$ cat src/include/emuart_pkg.sv
`default_nettype none
// ============================================================
// Shared constants for the eight channel multiplexed serial block.
package emuart_pkg;

  // ============================================================
  // Channel and service slot layout.
  localparam int NUM_CH = 8;
  localparam int CH_PER_SLOT = 2;
  localparam int NUM_SLOTS = NUM_CH / CH_PER_SLOT;
  localparam int SEL_W = 8;
  localparam logic [SEL_W-1:0] SEL_RELOAD = 8'hff;
  localparam logic [SEL_W-1:0] LAST_SLOT = 8'(NUM_SLOTS - 1);

  // ============================================================
  // Timing: the tick runs at the sample rate of the lines.
  localparam int CLK_HZ = 100_000_000;
  localparam int SAMPLE_RATE_HZ = 230_400;
  localparam int TICK_CYCLES_DEF = CLK_HZ / SAMPLE_RATE_HZ;
  localparam int TICK_W = 16;
  localparam int BAUD_DEF_BPS = 57_600;
  localparam int SLOT_RUNS = NUM_SLOTS;
  localparam int DIV_W = 8;
  localparam logic [DIV_W-1:0] DIV_DEF =
    8'(SAMPLE_RATE_HZ / (BAUD_DEF_BPS * SLOT_RUNS));
  // Start delay is three halves of the bit divide ratio, rounded down, in service passes.
  localparam int ST_NUM = 3;
  localparam int ST_DEN = 2;
  localparam logic [DIV_W-1:0] STDELAY_DEF =
    8'((ST_NUM * int'(DIV_DEF)) / ST_DEN);
  localparam logic [DIV_W-1:0] DIV_EXPIRE = 8'h01;

  // ============================================================
  // Frame shape: start, eight data bits, stop.
  localparam logic [3:0] TX_BITS = 4'ha;
  localparam logic [3:0] RX_BITS = 4'h9;
  localparam logic [3:0] CNT_LAST = 4'h1;
  localparam logic [3:0] CNT_IDLE = 4'h0;

  // ============================================================
  // Register map: per channel block of eight bytes, then flags.
  localparam int ADDR_W = 8;
  localparam int DATA_W = 8;
  localparam logic [2:0] REG_TXDATA = 3'h0;
  localparam logic [2:0] REG_RXDATA = 3'h1;
  localparam logic [2:0] REG_DIVIDE = 3'h2;
  localparam logic [2:0] REG_STDELAY = 3'h3;
  localparam logic [ADDR_W-1:0] ADDR_TXPEND = 8'h40;
  localparam logic [ADDR_W-1:0] ADDR_RXFULL = 8'h41;
  localparam logic [1:0] CH_AREA = 2'h0;

endpackage : emuart_pkg
`default_nettype wire

$ cat src/hdl/emuart_tx_lane.sv
`timescale 1ns/100ps
`default_nettype none
// ============================================================
// One transmit lane, advanced only on its service pulses.
module emuart_tx_lane
  import emuart_pkg::*;
(
  input wire logic core_clk,               // System clock.
  input wire logic reset,                  // Synchronous reset.
  input wire logic svc,                    // Service pass for this lane.
  input wire logic pend,                   // Transmit pending flag.
  input wire logic [7:0] data,             // Byte to send.
  input wire logic [DIV_W-1:0] ratio,      // Bit divide ratio.
  output logic txd,                        // Serial output line.
  output logic done                        // Frame finished pulse.
);

  logic [3:0] cnt_r;
  logic [DIV_W-1:0] div_r;
  logic [8:0] sh_r;
  logic txd_r;
  wire expire = (div_r <= DIV_EXPIRE);

  // Frame ends as the stop bit is put on the line.
  assign done = svc && (cnt_r == CNT_LAST) && expire;
  assign txd = txd_r;

  // Shift out LSB first, one bit per divide expiry.
  always_ff @(posedge core_clk) begin
    if (reset) begin
      cnt_r <= CNT_IDLE;
      div_r <= DIV_EXPIRE;
      sh_r <= '1;
      txd_r <= 1'b1;
    end else if (svc) begin
      if (cnt_r != CNT_IDLE) begin
        if (expire) begin
          div_r <= ratio;
          txd_r <= sh_r[0];
          sh_r <= {1'b1, sh_r[8:1]};
          cnt_r <= cnt_r - 4'h1;
        end else begin
          div_r <= div_r - 8'h01;
        end
      end else if (pend) begin
        sh_r <= {data, 1'b0};
        cnt_r <= TX_BITS;
        div_r <= ratio;
      end
    end
  end

  // Between expiries the line holds its level.
  property p_tx_hold;
    @(posedge core_clk) disable iff (reset)
      !(svc && expire && cnt_r != CNT_IDLE) |=> $stable(txd);
  endproperty
  a_tx_hold: assert property (p_tx_hold)
    else $error("tx line moved without divide expiry");

endmodule : emuart_tx_lane
`default_nettype wire

$ cat src/hdl/emuart_rx_lane.sv
`timescale 1ns/100ps
`default_nettype none
// ============================================================
// One receive lane with pin synchroniser and bit sampler.
module emuart_rx_lane
  import emuart_pkg::*;
(
  input wire logic core_clk,               // System clock.
  input wire logic reset,                  // Synchronous reset.
  input wire logic svc,                    // Service pass for this lane.
  input wire logic rxd,                    // Serial input pin.
  input wire logic [DIV_W-1:0] ratio,      // Bit divide ratio.
  input wire logic [DIV_W-1:0] stdelay,    // Start sample delay.
  output logic [7:0] data,                 // Last received byte.
  output logic done                        // Byte assembled pulse.
);

  logic s1_r, s2_r, s3_r, lvl_r;
  logic [3:0] cnt_r;
  logic [DIV_W-1:0] div_r;
  logic [7:0] buf_r;
  logic [7:0] data_r;
  wire expire = (div_r <= DIV_EXPIRE);

  assign done = svc && (cnt_r == CNT_LAST) && expire;
  assign data = data_r;

  // Three stage synchroniser; the level follows once stages two
  // and three agree.
  always_ff @(posedge core_clk) begin
    if (reset) begin
      s1_r <= 1'b1;
      s2_r <= 1'b1;
      s3_r <= 1'b1;
      lvl_r <= 1'b1;
    end else begin
      s1_r <= rxd;
      s2_r <= s1_r;
      s3_r <= s2_r;
      if (s2_r == s3_r) lvl_r <= s3_r;
    end
  end

  // Start detect only from idle, then sample each expiry.
  always_ff @(posedge core_clk) begin
    if (reset) begin
      cnt_r <= CNT_IDLE;
      div_r <= DIV_EXPIRE;
      buf_r <= '0;
      data_r <= '0;
    end else if (svc) begin
      if (cnt_r == CNT_IDLE) begin
        if (!lvl_r) begin
          cnt_r <= RX_BITS;
          div_r <= stdelay;
        end
      end else if (expire) begin
        div_r <= ratio;
        buf_r <= {lvl_r, buf_r[7:1]};
        cnt_r <= cnt_r - 4'h1;
        if (cnt_r == CNT_LAST) data_r <= buf_r;
      end else begin
        div_r <= div_r - 8'h01;
      end
    end
  end

  property p_rx_load;
    @(posedge core_clk) disable iff (reset)
      svc && cnt_r == CNT_IDLE && !lvl_r
      |=> cnt_r == RX_BITS && div_r == $past(stdelay);
  endproperty
  a_rx_load: assert property (p_rx_load)
    else $error("start bit did not load counters");

  property p_rx_reload;
    @(posedge core_clk) disable iff (reset)
      svc && cnt_r != CNT_IDLE && expire
      |=> div_r == $past(ratio) && buf_r[7] == $past(lvl_r);
  endproperty
  a_rx_reload: assert property (p_rx_reload)
    else $error("expiry did not reload divide or shift sample");

endmodule : emuart_rx_lane
`default_nettype wire

$ cat src/hdl/emuart_top.sv
// The register addresses and strobed register access were decided locally.
`timescale 1ns/100ps
`default_nettype none
module emuart_top
  import emuart_pkg::*;
#(
  parameter int TICK_CYCLES = TICK_CYCLES_DEF  // Clocks per tick.
)(
  input wire logic core_clk,                 // System clock, 100 MHz.
  input wire logic reset,                    // Synchronous reset.
  input wire logic [ADDR_W-1:0] reg_addr,    // Register address.
  input wire logic [DATA_W-1:0] reg_wdata,   // Register write data.
  input wire logic reg_wr,                   // Write strobe.
  input wire logic reg_rd,                   // Read strobe.
  output logic [DATA_W-1:0] reg_rdata,       // Read data, next cycle.
  output logic [NUM_CH-1:0] tx_line,         // Transmit lines.
  input wire logic [NUM_CH-1:0] rx_line,     // Receive lines.
  output logic [SEL_W-1:0] service_slot      // Slot run on last tick.
);

  localparam logic [TICK_W-1:0] TICK_RELOAD = TICK_W'(-TICK_CYCLES);
  localparam logic [TICK_W-1:0] TICK_FIRE = '1;

  // ============================================================
  // Address decoding helpers.

  // True when the address selects the given register in a channel's block.
  function automatic logic ch_hit(input logic [ADDR_W-1:0] a,
                                  input logic [2:0] reg_sel);
    ch_hit = (a[7:6] == CH_AREA) && (a[2:0] == reg_sel);
  endfunction : ch_hit

  // Channel number carried in a channel block address.
  function automatic logic [2:0] ch_of(input logic [ADDR_W-1:0] a);
    ch_of = a[5:3];
  endfunction : ch_of

  // ============================================================
  // Storage.
  logic [TICK_W-1:0] tick_counter_r;
  logic [SEL_W-1:0] slot_selector_r;
  logic [SEL_W-1:0] service_slot_r;
  logic [7:0] tx_data_r [NUM_CH];
  logic [DIV_W-1:0] bit_divide_ratio_r [NUM_CH];
  logic [DIV_W-1:0] start_sample_delay_r [NUM_CH];
  logic [NUM_CH-1:0] tx_pending_flag_r;
  logic [NUM_CH-1:0] rx_full_r;
  logic [DATA_W-1:0] rdata_r;

  logic [NUM_CH-1:0] svc;
  logic [NUM_CH-1:0] tx_done;
  logic [NUM_CH-1:0] rx_done;
  logic [7:0] rx_data [NUM_CH];

  // ============================================================
  // Tick generation and slot rotation.

  // The tick fires when the counter reaches all ones.
  wire tick = (tick_counter_r == TICK_FIRE);
  wire [SEL_W-1:0] sel_inc = slot_selector_r + 8'h01;
  wire last_slot = (sel_inc == LAST_SLOT);
  wire [SEL_W-1:0] slot_selector_nxt =
    last_slot ? SEL_RELOAD : sel_inc;

  // Counter reload makes the tick period independent of work.
  always_ff @(posedge core_clk) begin
    if (reset) begin
      tick_counter_r <= TICK_RELOAD;
    end else if (tick) begin
      tick_counter_r <= TICK_RELOAD;
    end else begin
      tick_counter_r <= tick_counter_r + 16'h0001;
    end
  end

  // The selector starts at its reload value so slot zero runs first.
  always_ff @(posedge core_clk) begin
    if (reset) begin
      slot_selector_r <= SEL_RELOAD;
      service_slot_r <= SEL_RELOAD;
    end else if (tick) begin
      slot_selector_r <= slot_selector_nxt;
      service_slot_r <= sel_inc;
    end
  end

  assign service_slot = service_slot_r;

  // Each slot serves channels 2s and 2s+1 on its tick.
  genvar gc;
  generate
    for (gc = 0; gc < NUM_CH; gc++) begin : g_svc
      assign svc[gc] =
        tick && (sel_inc == SEL_W'(gc / CH_PER_SLOT));
    end
  endgenerate

  // ============================================================
  // Channel lanes.

  // Every channel has its own ratio and delay, so rates can differ.
  generate
    for (gc = 0; gc < NUM_CH; gc++) begin : g_ch
      emuart_tx_lane u_tx (
        .core_clk (core_clk),
        .reset (reset),
        .svc (svc[gc]),
        .pend (tx_pending_flag_r[gc]),
        .data (tx_data_r[gc]),
        .ratio (bit_divide_ratio_r[gc]),
        .txd (tx_line[gc]),
        .done (tx_done[gc])
      );
      emuart_rx_lane u_rx (
        .core_clk (core_clk),
        .reset (reset),
        .svc (svc[gc]),
        .rxd (rx_line[gc]),
        .ratio (bit_divide_ratio_r[gc]),
        .stdelay (start_sample_delay_r[gc]),
        .data (rx_data[gc]),
        .done (rx_done[gc])
      );
    end
  endgenerate

  // ============================================================
  // Register writes.

  // Write strobes decoded per register kind.
  wire wr_txdata = reg_wr && ch_hit(reg_addr, REG_TXDATA);
  wire wr_divide = reg_wr && ch_hit(reg_addr, REG_DIVIDE);
  wire wr_stdelay = reg_wr && ch_hit(reg_addr, REG_STDELAY);
  wire wr_txpend = reg_wr && (reg_addr == ADDR_TXPEND);
  wire rd_rxdata = reg_rd && ch_hit(reg_addr, REG_RXDATA);
  wire [2:0] acc_ch = ch_of(reg_addr);

  // Per channel data and rate settings; defaults give 57600 bit/s.
  always_ff @(posedge core_clk) begin
    if (reset) begin
      for (int i = 0; i < NUM_CH; i++) begin
        tx_data_r[i] <= '0;
        bit_divide_ratio_r[i] <= DIV_DEF;
        start_sample_delay_r[i] <= STDELAY_DEF;
      end
    end else begin
      if (wr_txdata) tx_data_r[acc_ch] <= reg_wdata;
      if (wr_divide) bit_divide_ratio_r[acc_ch] <= reg_wdata;
      if (wr_stdelay) start_sample_delay_r[acc_ch] <= reg_wdata;
    end
  end

  // ============================================================
  // Flags: software sets pending, hardware clears it at frame end;
  // hardware sets receive full, a data read clears it. A set always
  // wins over a clear in the same cycle.

  // One-hot mask of the channel whose receive data is being read.
  wire [NUM_CH-1:0] rd_clr = rd_rxdata ? (8'h01 << acc_ch) : 8'h00;
  wire [NUM_CH-1:0] pend_set = wr_txpend ? reg_wdata : 8'h00;
  wire [NUM_CH-1:0] tx_pending_flag_nxt =
    (tx_pending_flag_r & ~tx_done) | pend_set;
  wire [NUM_CH-1:0] rx_full_nxt = (rx_full_r & ~rd_clr) | rx_done;

  always_ff @(posedge core_clk) begin
    if (reset) begin
      tx_pending_flag_r <= '0;
      rx_full_r <= '0;
    end else begin
      tx_pending_flag_r <= tx_pending_flag_nxt;
      rx_full_r <= rx_full_nxt;
    end
  end

  // ============================================================
  // Register reads: data stands one cycle after the strobe only.

  // Selected read value; unmapped addresses read as zero.
  wire [DATA_W-1:0] rd_word =
    ch_hit(reg_addr, REG_TXDATA) ? tx_data_r[acc_ch] :
    ch_hit(reg_addr, REG_RXDATA) ? rx_data[acc_ch] :
    ch_hit(reg_addr, REG_DIVIDE) ? bit_divide_ratio_r[acc_ch] :
    ch_hit(reg_addr, REG_STDELAY) ? start_sample_delay_r[acc_ch] :
    (reg_addr == ADDR_TXPEND) ? tx_pending_flag_r :
    (reg_addr == ADDR_RXFULL) ? rx_full_r : 8'h00;

  always_ff @(posedge core_clk) begin
    if (reset) begin
      rdata_r <= '0;
    end else begin
      rdata_r <= reg_rd ? rd_word : 8'h00;
    end
  end

  assign reg_rdata = rdata_r;

  // ============================================================
  // Checks.

  property p_slot_pair;
    @(posedge core_clk) disable iff (reset)
      tick |-> $countones(svc) == CH_PER_SLOT;
  endproperty
  a_slot_pair: assert property (p_slot_pair)
    else $error("a tick did not serve exactly two channels");

  property p_no_idle_svc;
    @(posedge core_clk) disable iff (reset)
      !tick |-> svc == '0;
  endproperty
  a_no_idle_svc: assert property (p_no_idle_svc)
    else $error("channel served without a tick");

  property p_slot_wrap;
    @(posedge core_clk) disable iff (reset)
      tick && service_slot_r == (LAST_SLOT - 8'h01)
      |=> slot_selector_r == SEL_RELOAD && service_slot_r == LAST_SLOT;
  endproperty
  a_slot_wrap: assert property (p_slot_wrap)
    else $error("last slot did not reload the selector");

  property p_tick_reload;
    @(posedge core_clk) disable iff (reset)
      tick |=> tick_counter_r == TICK_RELOAD;
  endproperty
  a_tick_reload: assert property (p_tick_reload)
    else $error("tick counter not reloaded after tick");

  property p_tick_gap;
    @(posedge core_clk) disable iff (reset)
      tick |=> !tick [*8];
  endproperty
  a_tick_gap: assert property (p_tick_gap)
    else $error("ticks too close together");

  property p_div_write;
    @(posedge core_clk) disable iff (reset)
      wr_divide |=> bit_divide_ratio_r[$past(acc_ch)] == $past(reg_wdata);
  endproperty
  a_div_write: assert property (p_div_write)
    else $error("divide ratio write not stored");

  property p_rx_flag;
    @(posedge core_clk) disable iff (reset)
      rx_done != '0 |=> (rx_full_r & $past(rx_done)) == $past(rx_done);
  endproperty
  a_rx_flag: assert property (p_rx_flag)
    else $error("receive flag not set on assembled byte");

  property p_tx_clear;
    @(posedge core_clk) disable iff (reset)
      tx_done[0] && !(wr_txpend && reg_wdata[0])
      |=> !tx_pending_flag_r[0];
  endproperty
  a_tx_clear: assert property (p_tx_clear)
    else $error("pending flag not cleared at frame end");

  property p_rdata_idle;
    @(posedge core_clk) disable iff (reset)
      !reg_rd |=> reg_rdata == 8'h00;
  endproperty
  a_rdata_idle: assert property (p_rdata_idle)
    else $error("read data present without a read");

  property p_slot_step;
    @(posedge core_clk) disable iff (reset)
      tick |=> service_slot_r == $past(sel_inc);
  endproperty
  a_slot_step: assert property (p_slot_step)
    else $error("service slot did not advance on tick");

  property p_tick_count;
    @(posedge core_clk) disable iff (reset)
      !tick |=> tick_counter_r == $past(tick_counter_r) + 16'h0001;
  endproperty
  a_tick_count: assert property (p_tick_count)
    else $error("tick counter did not count between ticks");

  property p_pend_set;
    @(posedge core_clk) disable iff (reset)
      wr_txpend |=> (tx_pending_flag_r & $past(pend_set)) == $past(pend_set);
  endproperty
  a_pend_set: assert property (p_pend_set)
    else $error("pending flag write did not set bits");

  property p_rd_clear;
    @(posedge core_clk) disable iff (reset)
      rd_rxdata && rx_done == '0 |=> !rx_full_r[$past(acc_ch)];
  endproperty
  a_rd_clear: assert property (p_rd_clear)
    else $error("receive flag not cleared by data read");

endmodule : emuart_top
`default_nettype wire

$ cat config.mk
export PLATFORM = sky130hd
export DESIGN_NAME = emuart_top
export DESIGN_NICKNAME = d
export VERILOG_FILES = /design/src/include/emuart_pkg.sv /design/src/hdl/emuart_tx_lane.sv /design/src/hdl/emuart_rx_lane.sv /design/src/hdl/emuart_top.sv
export SDC_FILE = /design/constraint.sdc
export NUM_CORES = 1
export LEC_CHECK = 0
export BUFFER_PORTS_ARGS = -buffer_cell sky130_fd_sc_hd__buf_2
export CORE_MARGIN = 1
export CORE_UTILIZATION = 45
export CTS_BUF_LIST = sky130_fd_sc_hd__clkbuf_8
export DETAILED_ROUTE_END_ITERATION = 10
export GPL_ROUTABILITY_DRIVEN = 0
export PLACE_DENSITY_LB_ADDON = 0.08
export SLEW_MARGIN = 20
export SYNTH_ARGS = -nofsm -noshare
export SYNTH_HDL_FRONTEND = slang
export SYNTH_HIERARCHICAL = 1
export SYNTH_SLANG_ARGS = --single-unit
$ cat constraint.sdc
create_clock -name core_clk -period 3.1 [get_ports core_clk]
set_input_delay 0.31 -clock core_clk [delete_from_list [all_inputs] [get_ports core_clk]]
set_output_delay 0.31 -clock core_clk [all_outputs]
set_load 0.01 [all_outputs]
==> results.cfg, run 1 <==
[clock_network]
cts_made_buffers = 118
cts.root.buffer_cell = clkbuf_8
post-cts-setup-buffers = 0
clkLatencyLatePin_ps = 740
clkSinkCount = 680
cts.path.max_buffers = 3
path_clk_slew_ps = 60
cts_tree = built
h-tree-depth = 3

[cells_and_area]
stdcell_count = 4601
layout-drive-gt1-share_pct = 15.4
finalNetCount = 3618
finalInstanceArea_um2 = 37700
final.fill_count = 6803
syn2layout_area_growth_pct = 11.5

[critical_path]
path_cells = ha_1 -> nand3_1 -> nand2b_1 -> a2111oi_2 -> or2_1 -> and3_1 -> buf_12 -> o21a_1 -> nand2_2 -> o311ai_0
cp.required_ps = 3700
critPathKind = flip-flop to flip-flop
crit_path_max_fanout = 20
crit_slowest_cell = o311ai_0
cp_slowest_stage_delay_ps = 440
endpoint_kind = flip-flop
critPathLaunchType = flip-flop
critPathArrivalTime_ps = 3450

[synth]
synth_top_area_share_pct = 28.9
synthCells = 3408
syn_avg_cell_area_um2 = 9.92
yosys_warnings = 6
yosysMostFrequentCell = nor2_1
synth_edf_count = 192
yosys.cell_types.count = 84
synthArstFlopShare_pct = 0
seq_area_frac_synth_pct = 46.0
ys_top_cells_by_area = dfxtp_1, edfxtp_1, nor2_1
yosys_register_bits = 680
synth_area_um2 = 33800
synth_nets = 3489
synthTopCellsByCount = nor2_1, dfxtp_1, edfxtp_1, and2_1, mux2i_1
synthFlopType = dfxtp_1
yosysTopAreaCell = dfxtp_1

[grt]
grt-ovfl-total = 0
grt_pass1_wl_mm = 151
grt_max_degree = 150
grt_pass1_vias = 25700
grt.total_usage_pct = 25.3
antenna_found_initial = 3

[timing]
setup_viol = 0
max_slew.worst_pin.slew_ps = 1050
rsz0062_at_grt = false
slew_viol_final = 0
fin_skew_ps = 39.6
fin_setup_tns_ps = 0
fmax_ghz = 0.351
setup_ws_ps = 253
maxSlewHeadroom_pct = 29.7
fin_crit_sh_pct = 91.8
fin_crit_ps = 2850
hold_viol = 0

[status]
status = finished clean

[place]
placed_cell_area_um2 = 35300
io_buffers = 51
hpwl_mm = 69.4
dp.cells = 4377
dp_slack_ps = 147

[pwr]
leakagePower_nw = 14.4
power.share.combinational_pct = 4.0
peakVddDrop_mv = 0.327
finalPower_mw = 18.3
powerDensity_nw_per_um2 = 485
p_sw_mw = 4.42
pwr-share-clk_pct = 44.2
seqPwrFrac_pct = 51.9
power_switching_share_pct = 24.2
p_int_mw = 13.9

[detailed_routing]
wl_per_cell_um = 21.4
ant_nets = 0
num_vias = 26900
first_pass_iters = 5
drc_errors = 0
wirelength_mm = 98.3
via_per_inst = 5.84
drt_iter0_drc = 2132

[floorplan]
die_w_um = 276
num_rows = 100
ioPinCount = 52
initial_core_util_pct = 45.5
coreArea_um2 = 74300
dieArea_um2 = 76200
chipHeight_um = 276

[worst_hold_path]
hold_path.class = input pin to flip-flop

[run]
maxCapViolCount = 0
[sequential cells by signal, indices dropped and copies added (netlist names), 16 cells and up]
register              count
g_ch.u_tx/cnt_r          32
g_ch.u_rx/cnt_r          32
g_ch.u_tx/sh_r           72
tx_data_r                64
g_ch.u_rx/data           64
g_ch.u_rx/div_r          64
g_ch.u_tx/div_r          64
bit_divide_ratio_r       64
g_ch.u_rx/buf_r          64
start_sample_delay_r     64
tick_counter_r           16
[final cells by class]
type	count	area, um2	area share [%]
tap	969	1210	3.22
antenna	1	2.50	0.00664
clock inverter	77	428	1.14
sequential	680	15500	41.2
timing repair buffer	164	1270	3.36
inverter	101	379	1.01
multi-input combinational	2472	17000	45.1
clock buffer	137	1890	5.00
[cells by family (layout without fill, tap and decap cells)]
kind of cell / after synthesis / after routing / synth area share (%)
xor gates and xnor gates: 58 / 58 / 1.50
other: 0 / 1 / 0
buffers and inverters: 256 / 479 / 3.82
and+or+nand+nor: 1430 / 1430 / 22.1
adders and majority gates: 53 / 53 / 1.96
DFF: 680 / 680 / 46.0
AOI/OAI and AO/OA: 694 / 694 / 15.3
muxes: 237 / 237 / 9.40
[metrics by stage]
stage	hold WS, ps	util (%)
3_5_place_dp	392	47.5
5_1_grt	83.1	50.7
4_1_cts	36.9	50.7
3_3_place_gp	391	47.5
6_report	96.5	50.7
2_1_floorplan	382	-
[power groups by stage]
stage                     Combinational (mW)  Sequential (mW)  Clock, mW
final                                  0.724             9.49       8.08
after floorplan                        0.439             9.53          0
after detailed placement               0.708             9.67          0
after global routing                   0.766             9.49       8.66
after global placement                 0.701             9.67          0
after CTS                              0.719             9.48       8.28
[critical path, delay by kind of cell, from the launching register on]
family,cells,cell delay [ps]
flops,1,310
buf+inv,1,200
simple gates,5,910
compound gates,3,1040
fa+ha+maj,1,230
[placed cells by master (no fill, tap or decap), types with 24 or more instances in the layout]
cell type	instances
nor2_1	579
dfxtp_1	488
edfxtp_1	192
and2_1	181
mux2i_1	169
nand2_1	166
a21oi_1	158
inv_1	142
clkbuf_8	137
buf_4	96
nor3_1	82
o21ai_0	65
mux4_2	64
nand3_1	62
o311ai_0	55
ha_1	53
buf_2	48
a22oi_1	42
a31oi_1	40
xnor2_1	38
a211oi_1	36
or3_1	34
nor2b_1	30
or2_1	25
o21bai_1	25
nor3b_1	24
or4_1	24
nor4_1	24
o21a_1	24
o211ai_1	24
or2_2	24
[routing by layer]
layer | GRT usage (%) | wire [um] | vias to the layer above
li1 | - | - | 12700
met1 | 34.2 | 44600 | 13200
met2 | 41.3 | 45600 | 818
met3 | 4.23 | 5440 | 183
met4 | 7.52 | 2700 | 2
met5 | 0 | 17 | -
[worst paths after layout]
kind / startpoint / endpoint / slack, ps / cells after the start
setup reg to reg: slot_selector_r[0] / g_ch[0].u_tx/sh_r[5] / 250 / 10
setup / recovery: slot_selector_r[0] / g_ch[0].u_tx/sh_r[5] / 250 / 10
hold / removal: reg_addr[1] / rx_full_r[6] / 100 / 5
hold reg to reg: g_ch[7].u_rx/s1_r / g_ch[7].u_rx/s2_r / 410 / 1
[repair_timing]
action	4_1_cts	5_1_grt
setup endpoints to repair	0	47
hold buffers	9	0
endpoints found under the hold margin	19	0
resized for setup	0	3
No activity file was read; power rests on OpenSTA's default activity.
==> inputs of run 2 (changes only) <==
Settings changed: PLACE_DENSITY_LB_ADDON 0.08 to 0.3.
==> run 2 against run 1 <==
- final cell count is 0.33% lower
- power is 2.3% higher
- flip-flop and latch count stayed put
- die area stayed put
- critical path depth is 1 higher
- routed wire length is 4.9% lower
- design area hardly changed
- worst setup slack worse by 35 ps
- largest cell class unchanged
- largest power group unchanged
- highest routed layer unchanged
==> results.cfg, run 2 (synthesis gave the netlist of run 1 again) <==
[status]
status = finished clean

[critical_path]
crit_start = slot_selector_r[0]
cp.required_ps = 3690
crit_slowest_cell = a2111oi_2
reg2reg_from = slot_selector_r[0]
path_buf_inv = 1
critPathKind = flip-flop to flip-flop
critPathLaunchType = flip-flop
crit_path_max_fanout = 26
path_cells = ha_1 -> nand3_1 -> nand2b_1 -> a2111oi_2 -> or2_1 -> and3_1 -> buf_12 -> nand2_1 -> nor2_4 -> mux2i_1 -> nor2_1
critPathArrivalTime_ps = 3480
cp_slowest_stage_delay_ps = 430
endpoint_kind = flip-flop
crit_family = simple AND/OR/NAND/NOR gates

[detailed_routing]
drt_iter0_drc = 2757
first_pass_iters = 6
wirelength_mm = 93.6
via_per_inst = 5.80
drc_errors = 0
ant_nets = 0
num_vias = 26600
wl_per_cell_um = 20.4

[grt]
grt-ovfl-total = 0
grt_pass1_wl_mm = 145
grt_max_degree = 166
grt.total_usage_pct = 24.1
grt_pass1_vias = 24600
antenna_found_initial = 5

[cells_and_area]
layout_common_cells = nor2_1, dfxtp_1, edfxtp_1
top_register = g_ch.u_tx/sh_r
finalNetCount = 3595
syn2layout_area_growth_pct = 11.5
largest_register_ffs = 72
final.fill_count = 6780
final_common_cell = nor2_1
layout-drive-gt1-share_pct = 15.1
stdcell_count = 4586

[floorplan]
dieArea_um2 = 76200
chipHeight_um = 276
num_rows = 100
initial_core_util_pct = 45.5
coreArea_um2 = 74300
die_w_um = 276
ioPinCount = 52

[clock_network]
cts.root.buffer_cell = clkbuf_8
path_clk_slew_ps = 60
cts_tree = built
h-tree-depth = 3
clkLatencyLatePin_ps = 750
cts.path.max_buffers = 3
cts_made_buffers = 117
clkSinkCount = 680

[timing]
max_slew.worst_pin.slew_ps = 1090
rsz0062_at_grt = false
setup_viol = 0
whs_ps = 76.0
fmax_ghz = 0.347
fin_crit_ps = 2880
hold_viol = 0
fin_setup_tns_ps = 0
slew_viol_final = 0
fin_crit_sh_pct = 92.9
fin_skew_ps = 40.8
maxSlewHeadroom_pct = 27.0

[pwr]
leakagePower_nw = 14.3
peakVddDrop_mv = 0.306
powerDensity_nw_per_um2 = 496

[place]
io_buffers = 51
hpwl_mm = 64.5
dp.cells = 4346

[worst_hold_path]
min_from = reg_addr[1]
hold_path.class = input pin to flip-flop

[run]
maxCapViolCount = 0
-- run 2: cell types whose count changed in the layout (fill, tap and decap cells not counted), moves of 2 or more --
cell,before,now
o311ai_1,1,3
dlygate4sd3_1,9,11
inv_1,142,135
buf_4,96,71
bufinv_16,4,8
o311ai_0,55,53
clkinv_2,15,24
-- run 2: timing repair --
action                                  4_1_cts  5_1_grt
hold endpoints to repair                     15        0
hold buffers                                 11        0
resized for setup                             0        6
endpoints found under the setup margin        0      155
setup buffers                                 0        7
-- run 2: metrics by stage --
step	cell area [um2]	setup slack, ps	power [mW]	utilization [%]
2_1_floorplan	33800	41.9	9.97	-
3_3_place_gp	35000	193	10.4	47.1
4_1_cts	37600	98.4	18.9	50.6
6_report	37700	219	18.7	50.7
5_1_grt	37700	0.981	19.3	50.7
3_5_place_dp	35000	150	10.4	47.1
-- run 2: layout make-up --
class                           count  area [um2]  share of cell area [%]
Antenna cell                        2        5.00                  0.0133
Timing Repair Buffer              142        1120                    2.97
Inverter                          101         380                    1.01
Sequential cell                   680       15500                    41.2
Tap cell                          969        1210                    3.22
Clock buffer                      137        1890                    5.00
Multi-Input combinational cell   2472       17000                    45.1
Clock inverter                     83         567                    1.50
-- run 2: path summary, 6_finish.rpt --
| kind | end | slack (ps) | cells past startpoint |
|---|---|---|---|
| worst min-delay path | rx_full_r[7] | 80 | 5 |
| worst max register to register | g_ch[1].u_rx/buf_r[6] | 220 | 11 |
| worst min register to register | g_ch[6].u_rx/s2_r | 380 | 1 |
| worst max-delay path | g_ch[1].u_rx/buf_r[6] | 220 | 11 |
-- run 2: routing by layer --
metal  share of wire, %  global-route usage (%)  up-vias
li1                   -                       -    12700
met1                 46                    35.0    12800
met2                 43                    36.0     1021
met3                8.2                    4.47      172
met4                2.7                    7.82        4
met5              0.022                       0        -
-- run 2: power breakdown --
part           switching, mW  total, mW  internal, mW
Sequential             0.209       9.50          9.29
Combinational          0.459      0.711         0.251
Clock                   3.81       8.50          4.69
-- run 2: worst reg2reg max path: cells and delay by family (launching register included) --
family | cells | cell delay (ps)
fa+ha+maj | 1 | 240
buf+inv | 1 | 200
flops | 1 | 310
simple gates | 7 | 1320
compound gates | 1 | 430
mux | 1 | 250
==> inputs of run 3 (changes only) <==
Settings changed: ABC_AREA set to 1.
==> run 3 against run 2 <==
- sequential power about the same
- clock skew up 13 ps
- critical path depth up 4
- first-iteration DRC count is 22% higher
- largest power group unchanged
- maximum frequency about the same
- critical path type unchanged
==> results.cfg, run 3 <==
[pwr]
p_int_mw = 14.2
power.share.combinational_pct = 4.2
p_sw_mw = 4.59
leakagePower_nw = 17.8
powerDensity_nw_per_um2 = 478
pwr-share-clk_pct = 45.3
seqPwrFrac_pct = 50.5
power_switching_share_pct = 24.5
peakVddDrop_mv = 0.326

[place]
dp_slack_ps = 213
io_buffers = 51
hpwl_mm = 72.4
dp.cells = 5933

[synth]
synthTopCellsByCount = nand2_1, nor2_1, dfxtp_1, inv_1, nand3_1
ys_top_cells_by_area = dfxtp_1, edfxtp_1, nand2_1
yosysMostFrequentCell = nand2_1
synth_nets = 5022
yosys_warnings = 6
synth_top_area_share_pct = 27.6
seq_area_frac_synth_pct = 43.9
synth_edf_count = 192
synth_area_um2 = 35300
synthFlopType = dfxtp_1
yosys.cell_types.count = 40
synthArstFlopShare_pct = 0
yosys_register_bits = 680
synthCells = 4941
yosysTopAreaCell = dfxtp_1
syn_avg_cell_area_um2 = 7.15

[clock_network]
cts.root.buffer_cell = clkbuf_8
cts_made_buffers = 113
cts.path.max_buffers = 3
path_clk_slew_ps = 70
cts_tree = built
clkLatencyLatePin_ps = 760
clkSinkCount = 680
h-tree-depth = 3

[cells_and_area]
finalNetCount = 5113
final.fill_count = 7689
layout_common_cells = nand2_1, nor2_1, inv_1
syn2layout_area_growth_pct = 11.2
layout-drive-gt1-share_pct = 11.5
stdcell_count = 6175
largest_register_ffs = 72
top_register = g_ch.u_tx/sh_r
final_common_cell = nand2_1
utilization_pct = 50.6

[critical_path]
reg2reg_from = slot_selector_r[1]
critPathArrivalTime_ps = 3500
crit_path_max_fanout = 14
cp.required_ps = 3720
critPathKind = flip-flop to flip-flop
critPathLaunchType = flip-flop
r2r_setup_slack_ps = 220
r2r-end = g_ch[5].u_tx/cnt_r[1]
endpoint_kind = flip-flop
ff2ff_path_depth = 15

[worst_hold_path]
min_path_cells = 3
min_to = g_ch[2].u_rx/div_r[3]
hold_path.class = input pin to flip-flop
min_from = reset

[timing]
slew_viol_final = 0
rsz0062_at_grt = false
setup_viol = 0
max_slew.worst_pin.slew_ps = 1000
fin_skew_ps = 54.1
setup_ws_ps = 221
fmax_ghz = 0.347
fin_crit_ps = 2880
maxSlewHeadroom_pct = 33.2
fin_crit_sh_pct = 92.9
hold_viol = 0

[detailed_routing]
via_per_inst = 5.21
first_pass_iters = 8
drc_errors = 0
num_vias = 32200
ant_nets = 0
wl_per_cell_um = 16.4
wirelength_mm = 101
drt_iter0_drc = 3355

[grt]
grt_max_degree = 90
grt_pass1_vias = 29000
grt_pass1_wl_mm = 158
grt-ovfl-total = 0
antenna_found_initial = 3
grt.total_usage_pct = 25.1

[run]
maxCapViolCount = 0

[floorplan]
die_w_um = 282
num_rows = 102
dieArea_um2 = 79700
ioPinCount = 52
chipHeight_um = 282
coreArea_um2 = 77600
initial_core_util_pct = 45.6

[status]
status = finished clean
[run 3: repair_timing]
item | 4_1_cts | 5_1_grt
hold buffers | 16 | 0
setup buffers | 0 | 8
hold endpoints to repair | 16 | 0
resized for setup | 0 | 0
endpoints found under the setup margin | 0 | 9
[run 3: how the worst max path moves through the flow]
stage,startpoint,endpoint,slack (ps),cells past startpoint
after floorplan,tick_counter_r[0],g_ch[0].u_tx/cnt_r[1],-70,13
after global routing,tick_counter_r[0],g_ch[0].u_tx/div_r[1],9,14
after CTS,slot_selector_r[1],g_ch[1].u_tx/div_r[1],210,15
final,slot_selector_r[1],g_ch[5].u_tx/cnt_r[1],220,15
after global placement,slot_selector_r[0],g_ch[3].u_tx/div_r[1],310,15
after detailed placement,slot_selector_r[1],g_ch[1].u_tx/div_r[1],210,15
[run 3: logic make-up after synthesis]
family	synth area share, %
flip-flops	43.9
adder cells (fa/ha/maj)	1.88
XOR/XNOR	0.669
AND/OR/NAND/NOR	36.0
AO/OA/AOI/OAI	9.27
buffers and inverters	8.22
[run 3: metrics by stage]
step / area, um2 / total power [mW] / TNS, ps / hold WS (ps)
4_1_cts: 39200 / 18.9 / 0 / 32.9
3_5_place_dp: 36600 / 10.4 / 0 / 395
2_1_floorplan: 35300 / 9.99 / -6150 / 389
5_1_grt: 39300 / 19.4 / 0 / 73.5
6_report: 39300 / 18.8 / 0 / 68.4
3_3_place_gp: 36600 / 10.4 / 0 / 390
[run 3: per-layer routing]
| layer | wire length (um) | track usage [%] | vias up |
|---|---|---|---|
| li1 | - | - | 15900 |
| met3 | 9250 | 5.07 | 222 |
| met2 | 43000 | 37.6 | 1197 |
| met5 | 149 | 1.16 | - |
| met1 | 45400 | 35.3 | 14800 |
| met4 | 3550 | 9.80 | 6 |
[run 3: critical path, stage by stage (launching register included)]
cell and delay, ps:
dfxtp_1 400, ha_1 250, nand3_1 130, nor2_1 140, xnor2_1 150, nand3_1 90, nor2_1 240, nand2_1 110
nor2_2 140, buf_12 190, nand2_1 150, nand2_8 150, inv_4 70, nor2_4 260, buf_4 180, a21oi_2 50
[run 3: power groups by stage]
stage | combinational, mW | sequential [mW] | clock [mW]
after floorplan | 0.457 | 9.54 | 0
after global placement | 0.758 | 9.65 | 0
after global routing | 0.854 | 9.47 | 9.06
after detailed placement | 0.760 | 9.65 | 0
after CTS | 0.779 | 9.46 | 8.68
final | 0.796 | 9.47 | 8.51
[run 3: final cells by class]
type,count,area [um2],share of cell area [%]
tap,1040,1300,3.31
sequential,680,15500,39.5
clock inverter,78,574,1.46
multi-input combinational,3576,16900,43.1
timing repair buffer,125,986,2.51
clock buffer,137,1890,4.80
inverter,536,2060,5.25
antenna,3,7.51,0.0191
